$ cat src/design/spc_pkg.sv
// Constants for the SRAM parity and power control register bank.
// Assumes an AHB-Lite slave on a 32-bit system register space.
//
// Notes on behaviour
// - Enable bit 0 gates the parity error interrupt; 1 allows it.
// - Parity error flag sets on any SRAM parity error; reads 0 otherwise.
// - Writing 1 clears the flag; writing 0 leaves it unchanged.
// - Read-only 32-bit register reports the failing byte address.
// - Each 2-bit power mode: 00 normal, 01 retention, 10 shut off.
// - Writing code 11 to a power mode field is ignored.
// - Bank 1 field [23:22] controls 0x2001_4000 to 0x2001_7FFF.
// - Bank 1 field [21:20] controls 0x2001_0000 to 0x2001_3FFF.
// - Bank 1 field [19:18] controls 0x2000_C000 to 0x2000_FFFF.
// - Standby or deepest power-down forces every bank 1 region off.
// - Power mode fields are writable only while the write lock is open.
// - Bank 0 fields at [15:8] use the same encoding; [9:8] is lowest.
// - Deepest power-down forces bank 0 off regardless of its fields.
// - Retention count sets time in oscillator periods: 00 one, 11 four.
// - Write-protected field [3:0] names the first-access SRAM macro.

package spc_pkg;

   // ----------------------------------------
   // Register offsets
   // ----------------------------------------
   localparam logic [7:0]  OFS_IRQ_EN   = 8'hc0;
   localparam logic [7:0]  OFS_STATUS   = 8'hc4;
   localparam logic [7:0]  OFS_ERR_ADDR = 8'hc8;
   localparam logic [7:0]  OFS_PWR_CTL  = 8'hdc;

   // ----------------------------------------
   // Fields and reset values
   // ----------------------------------------
   localparam int          BANK0_LSB    = 8;
   localparam int          BANK1_LSB    = 16;
   localparam int          RET_LSB      = 4;
   localparam logic [31:0] PWR_CTL_RST  = 32'h0000_0020;
   localparam logic [31:0] PWR_CTL_MASK = 32'h00ff_ff3f;
   localparam logic [1:0]  PM_NORMAL    = 2'h0;
   localparam logic [1:0]  PM_RETAIN    = 2'h1;
   localparam logic [1:0]  PM_OFF       = 2'h2;
   localparam logic [1:0]  PM_RSVD      = 2'h3;

   // ----------------------------------------
   // Bus codes
   // ----------------------------------------
   localparam logic [1:0]  HTRANS_NSEQ  = 2'h2;

endpackage

$ cat src/design/spc_regs.sv
// SRAM parity status and SRAM power mode control register bank.
// Assumes a single-clock AHB-Lite master and an external write lock.
//
// Chosen here: the AHB-Lite slave port.
`timescale 1ns/1ps

module spc_regs (
   // Clock and reset
   input  wire logic        mclk_i,
   input  wire logic        srst_i,
   // AHB-Lite slave
   input  wire logic        hsel_i,
   input  wire logic [31:0] haddr_i,
   input  wire logic [1:0]  htrans_i,
   input  wire logic        hwrite_i,
   input  wire logic [2:0]  hsize_i,
   input  wire logic [31:0] hwdata_i,
   input  wire logic        hready_i,
   output logic      [31:0] hrdata_o,
   output logic             hreadyout_o,
   output logic             hresp_o,
   // SRAM parity checker
   input  wire logic        parity_err_i,
   input  wire logic [31:0] parity_addr_i,
   // Power control
   input  wire logic        register_write_lock_i,
   input  wire logic        standby_power_down_i,
   input  wire logic        deepest_power_down_i,
   // Results
   output logic             parity_irq_o,
   output logic      [1:0]  bank0_power_mode_o [4],
   output logic      [1:0]  bank1_power_mode_o [4],
   output logic      [1:0]  retention_period_count_o,
   output logic      [3:0]  stack_macro_o
);

   // ----------------------------------------
   // Bus capture
   // ----------------------------------------
   logic        wr_pend_r;
   logic [7:0]  wr_ofs_r;
   logic        parity_irq_enable_r;
   logic        parity_error_flag_r;
   logic [31:0] parity_fault_byte_address_r;
   logic [31:0] pwr_ctl_r;
   logic [31:0] pwr_ctl_nxt;
   logic [31:0] rd_nxt;
   logic        take;

   assign take = hsel_i && hready_i && htrans_i[1];
   assign hreadyout_o = 1'b1;
   assign hresp_o = 1'b0;

   always_ff @(posedge mclk_i) begin
      if (srst_i) begin
         wr_pend_r <= 1'b0;
         wr_ofs_r  <= 8'h00;
      end else begin
         wr_pend_r <= take && hwrite_i;
         wr_ofs_r  <= {haddr_i[7:2], 2'h0};
      end
   end

   // ----------------------------------------
   // Read data
   // ----------------------------------------
   always_comb begin
      rd_nxt = 32'h0000_0000;
      unique case ({haddr_i[7:2], 2'h0})
         spc_pkg::OFS_IRQ_EN:   rd_nxt[0] = parity_irq_enable_r;
         spc_pkg::OFS_STATUS:   rd_nxt[0] = parity_error_flag_r;
         spc_pkg::OFS_ERR_ADDR: rd_nxt = parity_fault_byte_address_r;
         spc_pkg::OFS_PWR_CTL:  rd_nxt = pwr_ctl_r;
         default:               rd_nxt = 32'h0000_0000;
      endcase
   end

   always_ff @(posedge mclk_i) begin
      if (srst_i) begin
         hrdata_o <= 32'h0000_0000;
      end else if (take && !hwrite_i) begin
         hrdata_o <= rd_nxt;
      end
   end

   // ----------------------------------------
   // Interrupt enable
   // ----------------------------------------
   always_ff @(posedge mclk_i) begin
      if (srst_i) begin
         parity_irq_enable_r <= 1'b0;
      end else if (wr_pend_r && wr_ofs_r == spc_pkg::OFS_IRQ_EN) begin
         parity_irq_enable_r <= hwdata_i[0];
      end
   end

   // ----------------------------------------
   // Parity flag and address
   // ----------------------------------------
   always_ff @(posedge mclk_i) begin
      if (srst_i) begin
         parity_error_flag_r <= 1'b0;
      end else if (parity_err_i) begin
         parity_error_flag_r <= 1'b1;
      end else if (wr_pend_r && wr_ofs_r == spc_pkg::OFS_STATUS
                   && hwdata_i[0]) begin
         parity_error_flag_r <= 1'b0;
      end
   end

   always_ff @(posedge mclk_i) begin
      if (srst_i) begin
         parity_fault_byte_address_r <= 32'h0000_0000;
      end else if (parity_err_i) begin
         parity_fault_byte_address_r <= parity_addr_i;
      end
   end

   assign parity_irq_o = parity_error_flag_r
                         && parity_irq_enable_r;

   // ----------------------------------------
   // Power mode control
   // ----------------------------------------
   always_comb begin
      pwr_ctl_nxt = pwr_ctl_r;
      pwr_ctl_nxt[5:0] = hwdata_i[5:0];
      for (int i = 0; i < 8; i++) begin
         if (hwdata_i[spc_pkg::BANK0_LSB + 2*i +: 2] != spc_pkg::PM_RSVD) begin
            pwr_ctl_nxt[spc_pkg::BANK0_LSB + 2*i +: 2] =
               hwdata_i[spc_pkg::BANK0_LSB + 2*i +: 2];
         end
      end
      pwr_ctl_nxt = pwr_ctl_nxt & spc_pkg::PWR_CTL_MASK;
   end

   always_ff @(posedge mclk_i) begin
      if (srst_i) begin
         pwr_ctl_r <= spc_pkg::PWR_CTL_RST;
      end else if (wr_pend_r && wr_ofs_r == spc_pkg::OFS_PWR_CTL
                   && !register_write_lock_i) begin
         pwr_ctl_r <= pwr_ctl_nxt;
      end
   end

   assign retention_period_count_o = pwr_ctl_r[spc_pkg::RET_LSB +: 2];
   assign stack_macro_o = pwr_ctl_r[3:0];

   genvar g;
   generate
      for (g = 0; g < 4; g++) begin : g_region
         // Bank 1 regions [17:16] to [23:22]
         assign bank1_power_mode_o[g] =
            (standby_power_down_i || deepest_power_down_i)
            ? spc_pkg::PM_OFF
            : pwr_ctl_r[spc_pkg::BANK1_LSB + 2*g +: 2];
         assign bank0_power_mode_o[g] =
            deepest_power_down_i ? spc_pkg::PM_OFF
            : pwr_ctl_r[spc_pkg::BANK0_LSB + 2*g +: 2];
      end
   endgenerate

   // ----------------------------------------
   // Assertions
   // ----------------------------------------
   property p_irq_gate;
      @(posedge mclk_i) disable iff (srst_i)
      parity_irq_o == (parity_error_flag_r && parity_irq_enable_r);
   endproperty
   a_irq_gate: assert property (p_irq_gate)
      else $error("irq gate wrong");

   property p_irq_fire;
      @(posedge mclk_i) disable iff (srst_i)
      (parity_err_i && parity_irq_enable_r
       && !(wr_pend_r && wr_ofs_r == spc_pkg::OFS_IRQ_EN)) |=> parity_irq_o;
   endproperty
   a_irq_fire: assert property (p_irq_fire)
      else $error("irq not raised");

   property p_flag_set;
      @(posedge mclk_i) disable iff (srst_i)
      parity_err_i |=> parity_error_flag_r;
   endproperty
   a_flag_set: assert property (p_flag_set)
      else $error("flag not set");

   property p_flag_clr;
      @(posedge mclk_i) disable iff (srst_i)
      (wr_pend_r && wr_ofs_r == spc_pkg::OFS_STATUS && hwdata_i[0]
       && !parity_err_i) |=> !parity_error_flag_r;
   endproperty
   a_flag_clr: assert property (p_flag_clr)
      else $error("flag not cleared");

   property p_flag_hold;
      @(posedge mclk_i) disable iff (srst_i)
      (!parity_err_i && !(wr_pend_r && wr_ofs_r == spc_pkg::OFS_STATUS
                          && hwdata_i[0])) |=> $stable(parity_error_flag_r);
   endproperty
   a_flag_hold: assert property (p_flag_hold)
      else $error("flag changed without cause");

   property p_addr_cap;
      @(posedge mclk_i) disable iff (srst_i)
      parity_err_i |=> parity_fault_byte_address_r == $past(parity_addr_i);
   endproperty
   a_addr_cap: assert property (p_addr_cap)
      else $error("address not captured");

   property p_addr_hold;
      @(posedge mclk_i) disable iff (srst_i)
      !parity_err_i |=> $stable(parity_fault_byte_address_r);
   endproperty
   a_addr_hold: assert property (p_addr_hold)
      else $error("address changed without error");

   property p_en_hold;
      @(posedge mclk_i) disable iff (srst_i)
      !(wr_pend_r && wr_ofs_r == spc_pkg::OFS_IRQ_EN)
      |=> $stable(parity_irq_enable_r);
   endproperty
   a_en_hold: assert property (p_en_hold)
      else $error("enable changed without write");

   property p_en_write;
      @(posedge mclk_i) disable iff (srst_i)
      (wr_pend_r && wr_ofs_r == spc_pkg::OFS_IRQ_EN)
      |=> parity_irq_enable_r == $past(hwdata_i[0]);
   endproperty
   a_en_write: assert property (p_en_write)
      else $error("enable write lost");

   property p_no_rsvd;
      @(posedge mclk_i) disable iff (srst_i)
      pwr_ctl_r[9:8] != spc_pkg::PM_RSVD
      && pwr_ctl_r[23:22] != spc_pkg::PM_RSVD;
   endproperty
   a_no_rsvd: assert property (p_no_rsvd)
      else $error("reserved mode stored");

   property p_rsvd_keep;
      @(posedge mclk_i) disable iff (srst_i)
      (wr_pend_r && wr_ofs_r == spc_pkg::OFS_PWR_CTL
       && !register_write_lock_i && hwdata_i[23:22] == spc_pkg::PM_RSVD)
      |=> $stable(pwr_ctl_r[23:22]);
   endproperty
   a_rsvd_keep: assert property (p_rsvd_keep)
      else $error("reserved code changed field");

   property p_locked;
      @(posedge mclk_i) disable iff (srst_i)
      register_write_lock_i |=> $stable(pwr_ctl_r);
   endproperty
   a_locked: assert property (p_locked)
      else $error("locked write taken");

   property p_ctl_low;
      @(posedge mclk_i) disable iff (srst_i)
      (wr_pend_r && wr_ofs_r == spc_pkg::OFS_PWR_CTL
       && !register_write_lock_i)
      |=> pwr_ctl_r[5:0] == $past(hwdata_i[5:0]);
   endproperty
   a_ctl_low: assert property (p_ctl_low)
      else $error("count or stack write lost");

   property p_spd_off;
      @(posedge mclk_i) disable iff (srst_i)
      standby_power_down_i |-> bank1_power_mode_o[3] == spc_pkg::PM_OFF;
   endproperty
   a_spd_off: assert property (p_spd_off)
      else $error("bank 1 not off");

   property p_dpd_off;
      @(posedge mclk_i) disable iff (srst_i)
      deepest_power_down_i |-> bank0_power_mode_o[0] == spc_pkg::PM_OFF;
   endproperty
   a_dpd_off: assert property (p_dpd_off)
      else $error("bank 0 not off");

   property p_b1_dpd;
      @(posedge mclk_i) disable iff (srst_i)
      deepest_power_down_i |-> bank1_power_mode_o[0] == spc_pkg::PM_OFF;
   endproperty
   a_b1_dpd: assert property (p_b1_dpd)
      else $error("bank 1 not off in deep mode");

   property p_b0_spd;
      @(posedge mclk_i) disable iff (srst_i)
      (standby_power_down_i && !deepest_power_down_i)
      |-> bank0_power_mode_o[1] == pwr_ctl_r[11:10];
   endproperty
   a_b0_spd: assert property (p_b0_spd)
      else $error("bank 0 forced in standby");

   property p_b1_map;
      @(posedge mclk_i) disable iff (srst_i)
      !(standby_power_down_i || deepest_power_down_i)
      |-> bank1_power_mode_o[3] == pwr_ctl_r[23:22]
          && bank1_power_mode_o[2] == pwr_ctl_r[21:20]
          && bank1_power_mode_o[1] == pwr_ctl_r[19:18];
   endproperty
   a_b1_map: assert property (p_b1_map)
      else $error("bank 1 field mapping wrong");

   property p_rd_rsvd;
      @(posedge mclk_i) disable iff (srst_i)
      (take && !hwrite_i && {haddr_i[7:2], 2'h0} == spc_pkg::OFS_STATUS)
      |=> hrdata_o[31:1] == 31'h0000_0000;
   endproperty
   a_rd_rsvd: assert property (p_rd_rsvd)
      else $error("status reserved bits not zero");

   property p_rsvd_zero;
      @(posedge mclk_i) disable iff (srst_i)
      (pwr_ctl_r & ~spc_pkg::PWR_CTL_MASK) == 32'h0000_0000;
   endproperty
   a_rsvd_zero: assert property (p_rsvd_zero)
      else $error("reserved bit set");

   c_irq: cover property (@(posedge mclk_i) parity_irq_o);
   c_clr: cover property (@(posedge mclk_i)
      parity_error_flag_r ##1 !parity_error_flag_r);
   c_pwr: cover property (@(posedge mclk_i) $changed(pwr_ctl_r));
   c_race: cover property (@(posedge mclk_i)
      parity_err_i && wr_pend_r && wr_ofs_r == spc_pkg::OFS_STATUS);
   c_deep: cover property (@(posedge mclk_i) deepest_power_down_i);

endmodule

$ cat config.mk
export PLATFORM = sky130hd
export DESIGN_NAME = spc_regs
export DESIGN_NICKNAME = d
export VERILOG_FILES = /design/src/design/spc_pkg.sv /design/src/design/spc_regs.sv
export SDC_FILE = /design/constraint.sdc
export NUM_CORES = 1
export LEC_CHECK = 0
export BUFFER_PORTS_ARGS = -buffer_cell sky130_fd_sc_hd__clkbuf_2
export CAP_MARGIN = 20
export CORE_ASPECT_RATIO = 1.2
export CORE_UTILIZATION = 43
export DETAILED_ROUTE_END_ITERATION = 7
export PLACE_DENSITY_LB_ADDON = 0.3
export SYNTH_ARGS = -nofsm -noshare
export SYNTH_HDL_FRONTEND = slang
export SYNTH_SLANG_ARGS = --single-unit
$ cat constraint.sdc
create_clock -name mclk_i -period 1.34 [get_ports mclk_i]
set_clock_uncertainty 0.1 [all_clocks]
set_input_delay 0.134 -clock mclk_i [delete_from_list [all_inputs] [get_ports mclk_i]]
set_output_delay 0.134 -clock mclk_i [all_outputs]
set_load 0.01 [all_outputs]
; ---- Word-level counts from Yosys, hierarchy flattened
; Index checks and enable logic that the tools add are counted.
[classes]
mux = 12
eq_ne = 15
n_reduce_logical = 22
[ops]
columns = op, n
row1 = $pmux 31 s2, 1
row2 = $eq 6x6->1 const B, 4
row3 = $eq 8x8->1 const B, 3
row4 = $mux 2, 8
row5 = $ne 2x2->1 const B, 8
row6 = $reduce_and 2->1, 8
row7 = $logic_and 1x1->1, 10
row8 = $pmux 1 s4, 1
row9 = $logic_not 1->1, 2
row10 = $mux 1, 2
row11 = $reduce_bool 2->1, 1
row12 = $logic_or 1x1->1, 1
[totals]
wordCells = 65
regBits = 97
in_bits = 110

; ---- Depth between registers and ports, before layout
; Gate-level depths: netlist of the first run.
[logic_depth]
ltp_word = 5
mapped_depth = 5

; ---- Worst setup path before layout of the first run
; OpenSTA, ideal clock, no wires.
[synth_timing]
path_kind = flip-flop to flip-flop
start = register wr_pend_r
end = register parity_error_flag_r
arrival_time_ps = 1074
period_less_slack_ps = 1307
stages_incl_launch_ff = 5
required_ps = 1108
setup_ps = 132
path_slack_ps = 33
path_cell_list = dfxtp_1 -> nand4b_4 -> buf_2 -> o41ai_1 -> a21oi_1
[synth_via]
elab_chain_cells = 3
[synth_lines]
columns = element, line
row1 = from (decl), spc_regs.sv:40  ; logic wr_pend_r;
row2 = from (signal assigned), spc_regs.sv:59  ; wr_pend_r <= take && hwrite_i;
row3 = $logic_and 1x1->1, spc_regs.sv:105  ; end else if (wr_pend_r && wr_ofs_r == spc_pkg::OFS_STATUS
row4 = $logic_and 1x1->1, spc_regs.sv:106  ; && hwdata_i[0]) begin
row5 = $reduce_bool 2->1 (no source line), n/a
row6 = to (signal assigned), spc_regs.sv:102  ; parity_error_flag_r <= 1'b0;
row7 = to (signal assigned), spc_regs.sv:104  ; parity_error_flag_r <= 1'b1;
row8 = to (signal assigned), spc_regs.sv:107  ; parity_error_flag_r <= 1'b0;
row9 = to (decl), spc_regs.sv:43  ; logic parity_error_flag_r;
; Every way passes these cells.
; A chain may end at the register's enable or synchronous reset.

==> implementation parameters, run 1 <==
Parameter                              Value

Critical path
  Origin of the critical flop-to-flop path    wr_ofs_r[7]$_SDFF_PP0_
  Crit. End Element    primary output
  Required time of the worst setup path    1110 ps
  Cell with the largest stage delay on the worst path    dfxtp_2
  Minimum setup slack among reg-to-reg paths    30 ps
  Buffers plus inverters on the worst setup path    1
  Worst setup path category    flip-flop to primary output
  Maximum fanout count along the critical path    2
  Startpoint types    flip-flop
  Endpoint arrival time on the critical path    1130 ps
  Critical path cell sequence    or3_1 -> clkbuf_2
  Reg2Reg Depth    4
  Crit-path leading delay family    flip-flops
  RR Endpoint    pwr_ctl_r[21]$_SDFFE_PP0P_
  Critical path's largest stage delay    330 ps

Pwr
  Proportion of power drawn by combinational gates    0.127
  Total chip power    5.38 mW
  Total internal power    4.01 mW
  Sequential share of power    0.553
  Switching share of total power    0.255
  Switching component of the power    1.37 mW
  Pwr/cell area    944 nW/um2
  Leakage power summed over all cells    2.42 nW
  Clk network pwr share    0.320
  Maximum vdd drop    0.635 mV

Synthesis
  Most common cell in the netlist    dfxtp_1
  Largest area contributor in the synthesized netlist    dfxtp_1
  Number of warnings printed during yosys synthesis    0
  Cell count after synthesis    433
  Share of synthesized area occupied by flip-flops and latches    0.473
  Most frequent cells after synthesis    dfxtp_1 (95), nor2_1 (56), nand3_1 (41), mux2i_1 (32), buf_2 (24)
  Synthesized cell area    4020 um2
  Seq cells post-synth    95
  Average footprint of a synthesized cell    9.29 um2
  Dominant synthesized flop cell    dfxtp_1
  Count of flip-flops with a built-in enable after synthesis    0
  Number of distinct library cells after synthesis    37
  Biggest area contributors in the synthesized netlist    dfxtp_1 (47%), mux2i_1 (8.0%), nor2_1 (5.2%)
  Area share of the leading cell type in the synthesized netlist    0.473
  Share of flip-flops with an asynchronous set or reset    0
  Post-Synthesis Net Count    543

Floorplan
  Die Outline Area    9750 um2
  Y dimension of the die    108 um
  Starting Density    0.443
  Number of primary I/O pins    167
  Core ar.    9080 um2
  Number of rows created at floorplan    38
  Die extent in x    90.3 um

Timing
  Final setup violation count    4
  Fin. Hold Viols    0
  Crit path setup slack, layout    -25.9 ps
  Max-slew violations    0
  Final period util    1.02
  Final worst path period need    1370 ps
  Setup repair after global routing missed its margin    true
  Achievable clock frequency    732 MHz

Clock tree
  Post-CTS clock slew at the launch and capture registers of the worst setup and hold paths    100 ps
  Max clock buf depth    2
  Inserted Clock Buffers    9
  Root Buffer    clkbuf_8
  Number of H-tree branching levels    3
  Clock tree from TritonCTS    yes
  Clock latency reported for the late side of the worst-skew pair    360 ps
  Total number of clock tree sinks    95

Run
  Number of violations of the max-capacitance limit    0

Finish
  Number of diodes    0
  Fill count    756
  Post-layout nets    716
  Area added between synthesis and finish    41.6%
  Post-layout instance area    5700 um2
  Fraction of final layout cells with drive strength greater than 1    0.336

Global routing
  GRT Residual Overflow    0
  Initial antenna violation count    0
  Pin count of the biggest net entering global routing    43
  Wire length of the first global-routing pass    18,800 um
  Global-route usage over all layers    0.241
  Vias in the first global route    3,849

Routing
  Detail-routed net length per standard cell    16.1 um
  Detailed Routing Iterations Pass 1    5
  Average vias per placed instance    5.34
  Overall routed net length    11,800 um
  Number of vias after detailed routing    3,903
  Iteration-0 DRC Markers    231
  Post-route antenna net violation count    0
  Post-detailed-route DRC marker count    0

Hold path
  Worst Hold Class    input pin to flip-flop
  End point of the worst hold path    pwr_ctl_r[11]$_SDFFE_PP0P_
  Hold path startpoint    hwdata_i[11]
  Worst Hold Path Cells    3

Placement
  Area after detailed placement    4790 um2
  Number of port buffers    124
  Placed wire-length estimate after detailed placement    7610 um
  Routability congestion estimate from global placement    0.794

Status
  Violations in the final reports    negative setup slack
  Result of the run    finished, violations left
worst min-delay path: stages:
cell and delay, ps:
clkbuf_2 110, nor3_4 50, nor3_1 140
placed cells by master, fill, tap and decap left out, types with 5 or more instances in the layout:
cell type and count:
o221a_1 8, clkbuf_8 10, a311oi_1 21, dfxtp_1 84
nand4_1 10, nand3_2 10, dlygate4sd3_1 58, and2_1 5
a31oi_1 9, mux2i_1 32, nor2_1 56, nand2_1 11
dfxtp_2 9, buf_4 16, nor3_1 8, buf_12 8
nor2b_1 10, nand3_1 41, a21oi_1 16, clkbuf_2 122
o21ai_1 6, inv_1 9
power groups by stage:
stage	logic, mW	clock network (mW)	registers [mW]
3_5_place_dp	0.539	0	3.03
3_3_place_gp	0.528	0	3.03
2_1_floorplan	0.287	0	3.03
6_report	0.683	1.72	2.97
5_1_grt	0.742	1.89	2.98
4_1_cts	0.671	1.76	2.97
registers in the layout, summed over array words and instances, names as in the netlist:
| name | count |
|---|---|
| hrdata_o | 32 |
| parity_fault_byte_address_r | 32 |
| pwr_ctl_r | 22 |
| wr_ofs_r | 6 |
| parity_error_flag_r | 1 |
| parity_irq_enable_r | 1 |
| wr_pend_r | 1 |
logic make-up (layout without fill, tap and decap cells):
family                 Yosys count  count (layout)  share of synthesized area
AO/OA/AOI/OAI                   64              64                      0.119
buffers and inverters           58             235                     0.0768
flip-flops                      95              95                      0.473
multiplexers                    33              33                     0.0824
other                            2               2                    0.00187
AND/OR/NAND/NOR                181             182                      0.248
final cells by class:
cell class | instances | area (um2) | share of cell area
inverter | 10 | 37.5 | 0.00659
multi-input combinational | 281 | 1900 | 0.333
clock buffer | 12 | 145 | 0.0255
clock inverter | 4 | 30.0 | 0.00527
sequential | 95 | 1920 | 0.337
tap | 120 | 150 | 0.0264
timing repair buffer | 209 | 1520 | 0.266
how the worst max path moves through the flow:
stage	start	end	slack (ps)	cells after the start
final	pwr_ctl_r[17]$_SDFFE_PP0P_	bank1_power_mode_o[7]	-30	2
after global placement	wr_ofs_r[4]$_SDFF_PP0_	pwr_ctl_r[12]$_SDFFE_PP0P_	-0.5	3
after CTS	pwr_ctl_r[21]$_SDFFE_PP0P_	bank1_power_mode_o[3]	-20	2
after global routing	pwr_ctl_r[19]$_SDFFE_PP0P_	bank1_power_mode_o[5]	-80	2
after floorplan	wr_pend_r$_SDFF_PP0_	parity_error_flag_r$_SDFFE_PP0P_	30	4
after detailed placement	wr_ofs_r[3]$_SDFF_PP0_	pwr_ctl_r[12]$_SDFFE_PP0P_	-30	3
metal layers:
metal | wire (um) | GRT usage | up-vias
li1 | - | - | 1892
met1 | 4960 | 0.284 | 1865
met2 | 6030 | 0.438 | 128
met3 | 544 | 0.0394 | 18
met4 | 229 | 0.0956 | 0
met5 | 0 | 0 | -
what timing repair did:
action,in CTS,in global routing
pin swaps,5,4
buffers inserted,4,1
setup endpoints to repair,12,25
gates cloned,1,1
endpoints found under the hold margin,55,1
resized for setup,9,23
hold buffers,57,1
stage by stage:
step / setup slack (ps) / instances / setup TNS [ps] / hold slack [ps] / utilization
after detailed placement: -30.6 / 650 / -215 / 276 / 0.528
after CTS: -23.5 / 728 / -77.5 / 0.742 / 0.616
after global placement: -0.518 / 650 / -1.01 / 268 / 0.528
final: -25.9 / 731 / -62.3 / 16.8 / 0.627
after global routing: -78.1 / 731 / -477 / 35.6 / 0.627
after floorplan: 33.5 / 433 / 0 / 162 / -
Power figures use the tool's default switching activity.
==> run 2, diff against run 1 <==
CORE_UTILIZATION = 40   (was 43)
GPL_TIMING_DRIVEN = 0   (was unset)
PLACE_DENSITY = 0.71   (was unset)
PLACE_DENSITY_LB_ADDON = unset   (was 0.3)
==> run 2 against run 1 <==
  * The run still ends with negative setup slack left
  * Global-route usage shrank 0.17 points
  * Critical path depth up 3
  * Power grew 15%
  * Cell count is 3.8% higher
  * Sequential share of layout area decreased by 0.88 points
  * Largest cell class unchanged
  * Highest routed layer unchanged
==> implementation parameters, run 2 (synthesis results as in run 1) <==
Parameter                              Value

Routing
  Average vias per placed instance    5.33 (-0.11%)
  Overall routed net length    12,400 um (+5.0%)
  Post-detailed-route DRC marker count    0 (unchanged)
  Detailed Routing Iterations Pass 1    4 (-1)
  Detail-routed net length per standard cell    16.3 um (+1.1%)
  Number of vias after detailed routing    4,048 (+3.7%)
  Post-route antenna net violation count    0 (unchanged)
  Iteration-0 DRC Markers    352 (+52%)

Finish
  Fraction of final layout cells with drive strength greater than 1    0.347 (+0.0120)
  Fill count    822 (+8.7%)
  Leading cell types in the layout, fill and taps excluded    clkbuf_2 (123), dfxtp_1 (84), nor2_1 (56), dlygate4sd3_1 (53), nand3_1 (41)
  Most frequent standard cell in the layout excluding fill and tap cells    clkbuf_2
  Area added between synthesis and finish    45.4%
  Largest registers in the final layout    hrdata_o: 32 flops, parity_fault_byte_address_r: 32 flops, pwr_ctl_r: 22 flops
  Post-layout nets    741 (+3.5%)
  Number of diodes    0 (unchanged)
  Layout Cells excl Fill    759 (+3.8%)
  Fin util    0.605 (-0.0219)

Global routing
  Initial antenna violation count    0 (unchanged)
  GRT Residual Overflow    0 (unchanged)
  Wire length of the first global-routing pass    19,300 um (+2.7%)
  Pin count of the biggest net entering global routing    15 (-65%)
  Global-route usage over all layers    0.239 (-0.00172)
  Vias in the first global route    4,044 (+5.1%)

Clock tree
  Post-CTS clock slew at the launch and capture registers of the worst setup and hold paths    70 ps (-30 ps)
  Clock latency reported for the late side of the worst-skew pair    340 ps (-20 ps)
  Clock tree from TritonCTS    yes
  Max clock buf depth    2 (unchanged)
  Root Buffer    clkbuf_16
  Number of H-tree branching levels    3 (unchanged)
  Total number of clock tree sinks    95 (unchanged)
  Inserted Clock Buffers    9 (unchanged)

Floorplan
  Starting Density    0.416 (-0.0266)
  Die extent in x    93.6 um (+3.6%)
  Die Outline Area    10,500 um2 (+7.3%)
  Number of primary I/O pins    167 (unchanged)
  Number of rows created at floorplan    39 (+2.6%)
  Core ar.    9660 um2 (+6.4%)
  Y dimension of the die    112 um (+3.6%)

Pwr
  Switching component of the power    1.44 mW (+4.6%)
  Leakage power summed over all cells    2.48 nW (+2.6%)
  Total internal power    4.75 mW (+19%)
  Pwr/cell area    1060 nW/um2 (+12%)
  Maximum vdd drop    0.617 mV (-2.7%)
  Proportion of power drawn by combinational gates    0.108 (-0.019)
  Sequential share of power    0.481 (-0.072)
  Total chip power    6.18 mW (+15%)
  Switching share of total power    0.232 (-0.0229)
  Clk network pwr share    0.411 (+0.091)

Timing
  Final setup violation count    2 (-2)
  Crit path setup slack, layout    -17.6 ps (+8.30 ps)
  Fin. Hold Viols    0 (unchanged)
  Achievable clock frequency    737 MHz (+0.61%)
  Measured slew at the worst slew-check pin    570 ps
  Max-slew violations    0 (unchanged)
  Total Neg Setup Slack    -34.1 ps (+28.1 ps)
  Setup repair after global routing missed its margin    true
  Relative slew slack    0.620
  Final period util    1.01 (-0.00620)
  Final worst path period need    1360 ps (-8.30 ps)

Critical path
  Required time of the worst setup path    1440 ps (+330 ps)
  Reg2Reg Depth    5 (+1)
  Startpoint types    flip-flop
  Origin of the critical flop-to-flop path    wr_ofs_r[3]$_SDFF_PP0_
  Worst setup path category    flip-flop to flip-flop
  Endpoint arrival time on the critical path    1460 ps (+330 ps)
  Crit. End Element    flip-flop
  Maximum fanout count along the critical path    10 (+8)
  Launch point of the critical path    wr_ofs_r[3]$_SDFF_PP0_

Hold path
  Hold path startpoint    hwdata_i[21]
  Worst Hold Path Cells    3 (unchanged)
  Worst Hold Class    input pin to flip-flop

Status
  Result of the run    finished, violations left
  Violations in the final reports    negative setup slack

Placement
  Number of port buffers    122 (-1.6%)
  Placed wire-length estimate after detailed placement    8630 um (+13%)
  Routability congestion estimate from global placement    0.859 (+8.2%)
  Post-placement cell count    678 (+4.3%)
  Pre-CTS worst setup slack    -198 ps (-168 ps)

Run
  Number of violations of the max-capacitance limit    0 (unchanged)
[run 2: cell types whose count changed in the layout (fill, tap and decap cells not counted), sizes merged]
| cell | change |
|---|---|
| bufinv | +1 |
| buf | +21 |
| inv | -1 |
| nand4b | -1 |
| clkbuf | +11 |
| clkinv | -1 |
| dlygate4sd3 | -5 |
[run 2: power groups by stage]
stage | combinational (mW) | sequential [mW] | clock (mW)
2_1_floorplan | 0.287 | 3.03 | 0
3_3_place_gp | 0.514 | 3.03 | 0
3_5_place_dp | 0.525 | 3.04 | 0
4_1_cts | 0.652 | 2.98 | 2.57
5_1_grt | 0.729 | 2.98 | 2.69
6_report | 0.671 | 2.97 | 2.54
[run 2: worst paths after layout]
kind | slack, ps | to
hold / removal | 10 | pwr_ctl_r[21]$_SDFFE_PP0P_
setup / recovery | -20 | pwr_ctl_r[15]$_SDFFE_PP0P_
hold reg to reg | 360 | hrdata_o[6]$_SDFFE_PP0P_
setup reg to reg | -20 | pwr_ctl_r[15]$_SDFFE_PP0P_
[run 2: final cells by class]
type,instances,area [um2],area share
clock inverters,3,42.5,0.00727
plain buffers,48,328,0.0560
repair buffers,187,1230,0.210
clock buffers,13,250,0.0428
well taps,123,154,0.0263
multi-input cells,280,1890,0.322
flip-flops and latches,95,1920,0.328
inverters,10,37.5,0.00642
[run 2: per-layer routing]
| metal | global-route usage | part of all wire | wire (um) | up-vias |
|---|---|---|---|---|
| li1 | - | - | - | 1940 |
| met1 | 0.274 | 0.41 | 5080 | 1927 |
| met2 | 0.419 | 0.50 | 6200 | 157 |
| met3 | 0.0546 | 0.063 | 779 | 24 |
| met4 | 0.106 | 0.024 | 295 | 0 |
| met5 | 0 | 0 | 0 | - |
[run 2: critical path, cell delays in order, from the launching register on]
cell and delay, ps:
dfxtp_4 360, and4b_1 190, buf_6 150, buf_12 140, a31oi_1 210, nor3_1 80
[run 2: metrics by stage]
stage               area, um2  hold slack (ps)
floorplan                4020              162
global placement         4790              268
detailed placement       4790              279
CTS                      5710             12.4
global route             5850             13.3
finish                   5850             10.5
[run 2: timing repair]
item | CTS | global route
hold endpoints to repair | 51 | 0
buffers inserted | 7 | 5
endpoints found under the setup margin | 24 | 28
pin swaps | 6 | 1
hold buffers | 53 | 0
resized for setup | 18 | 25
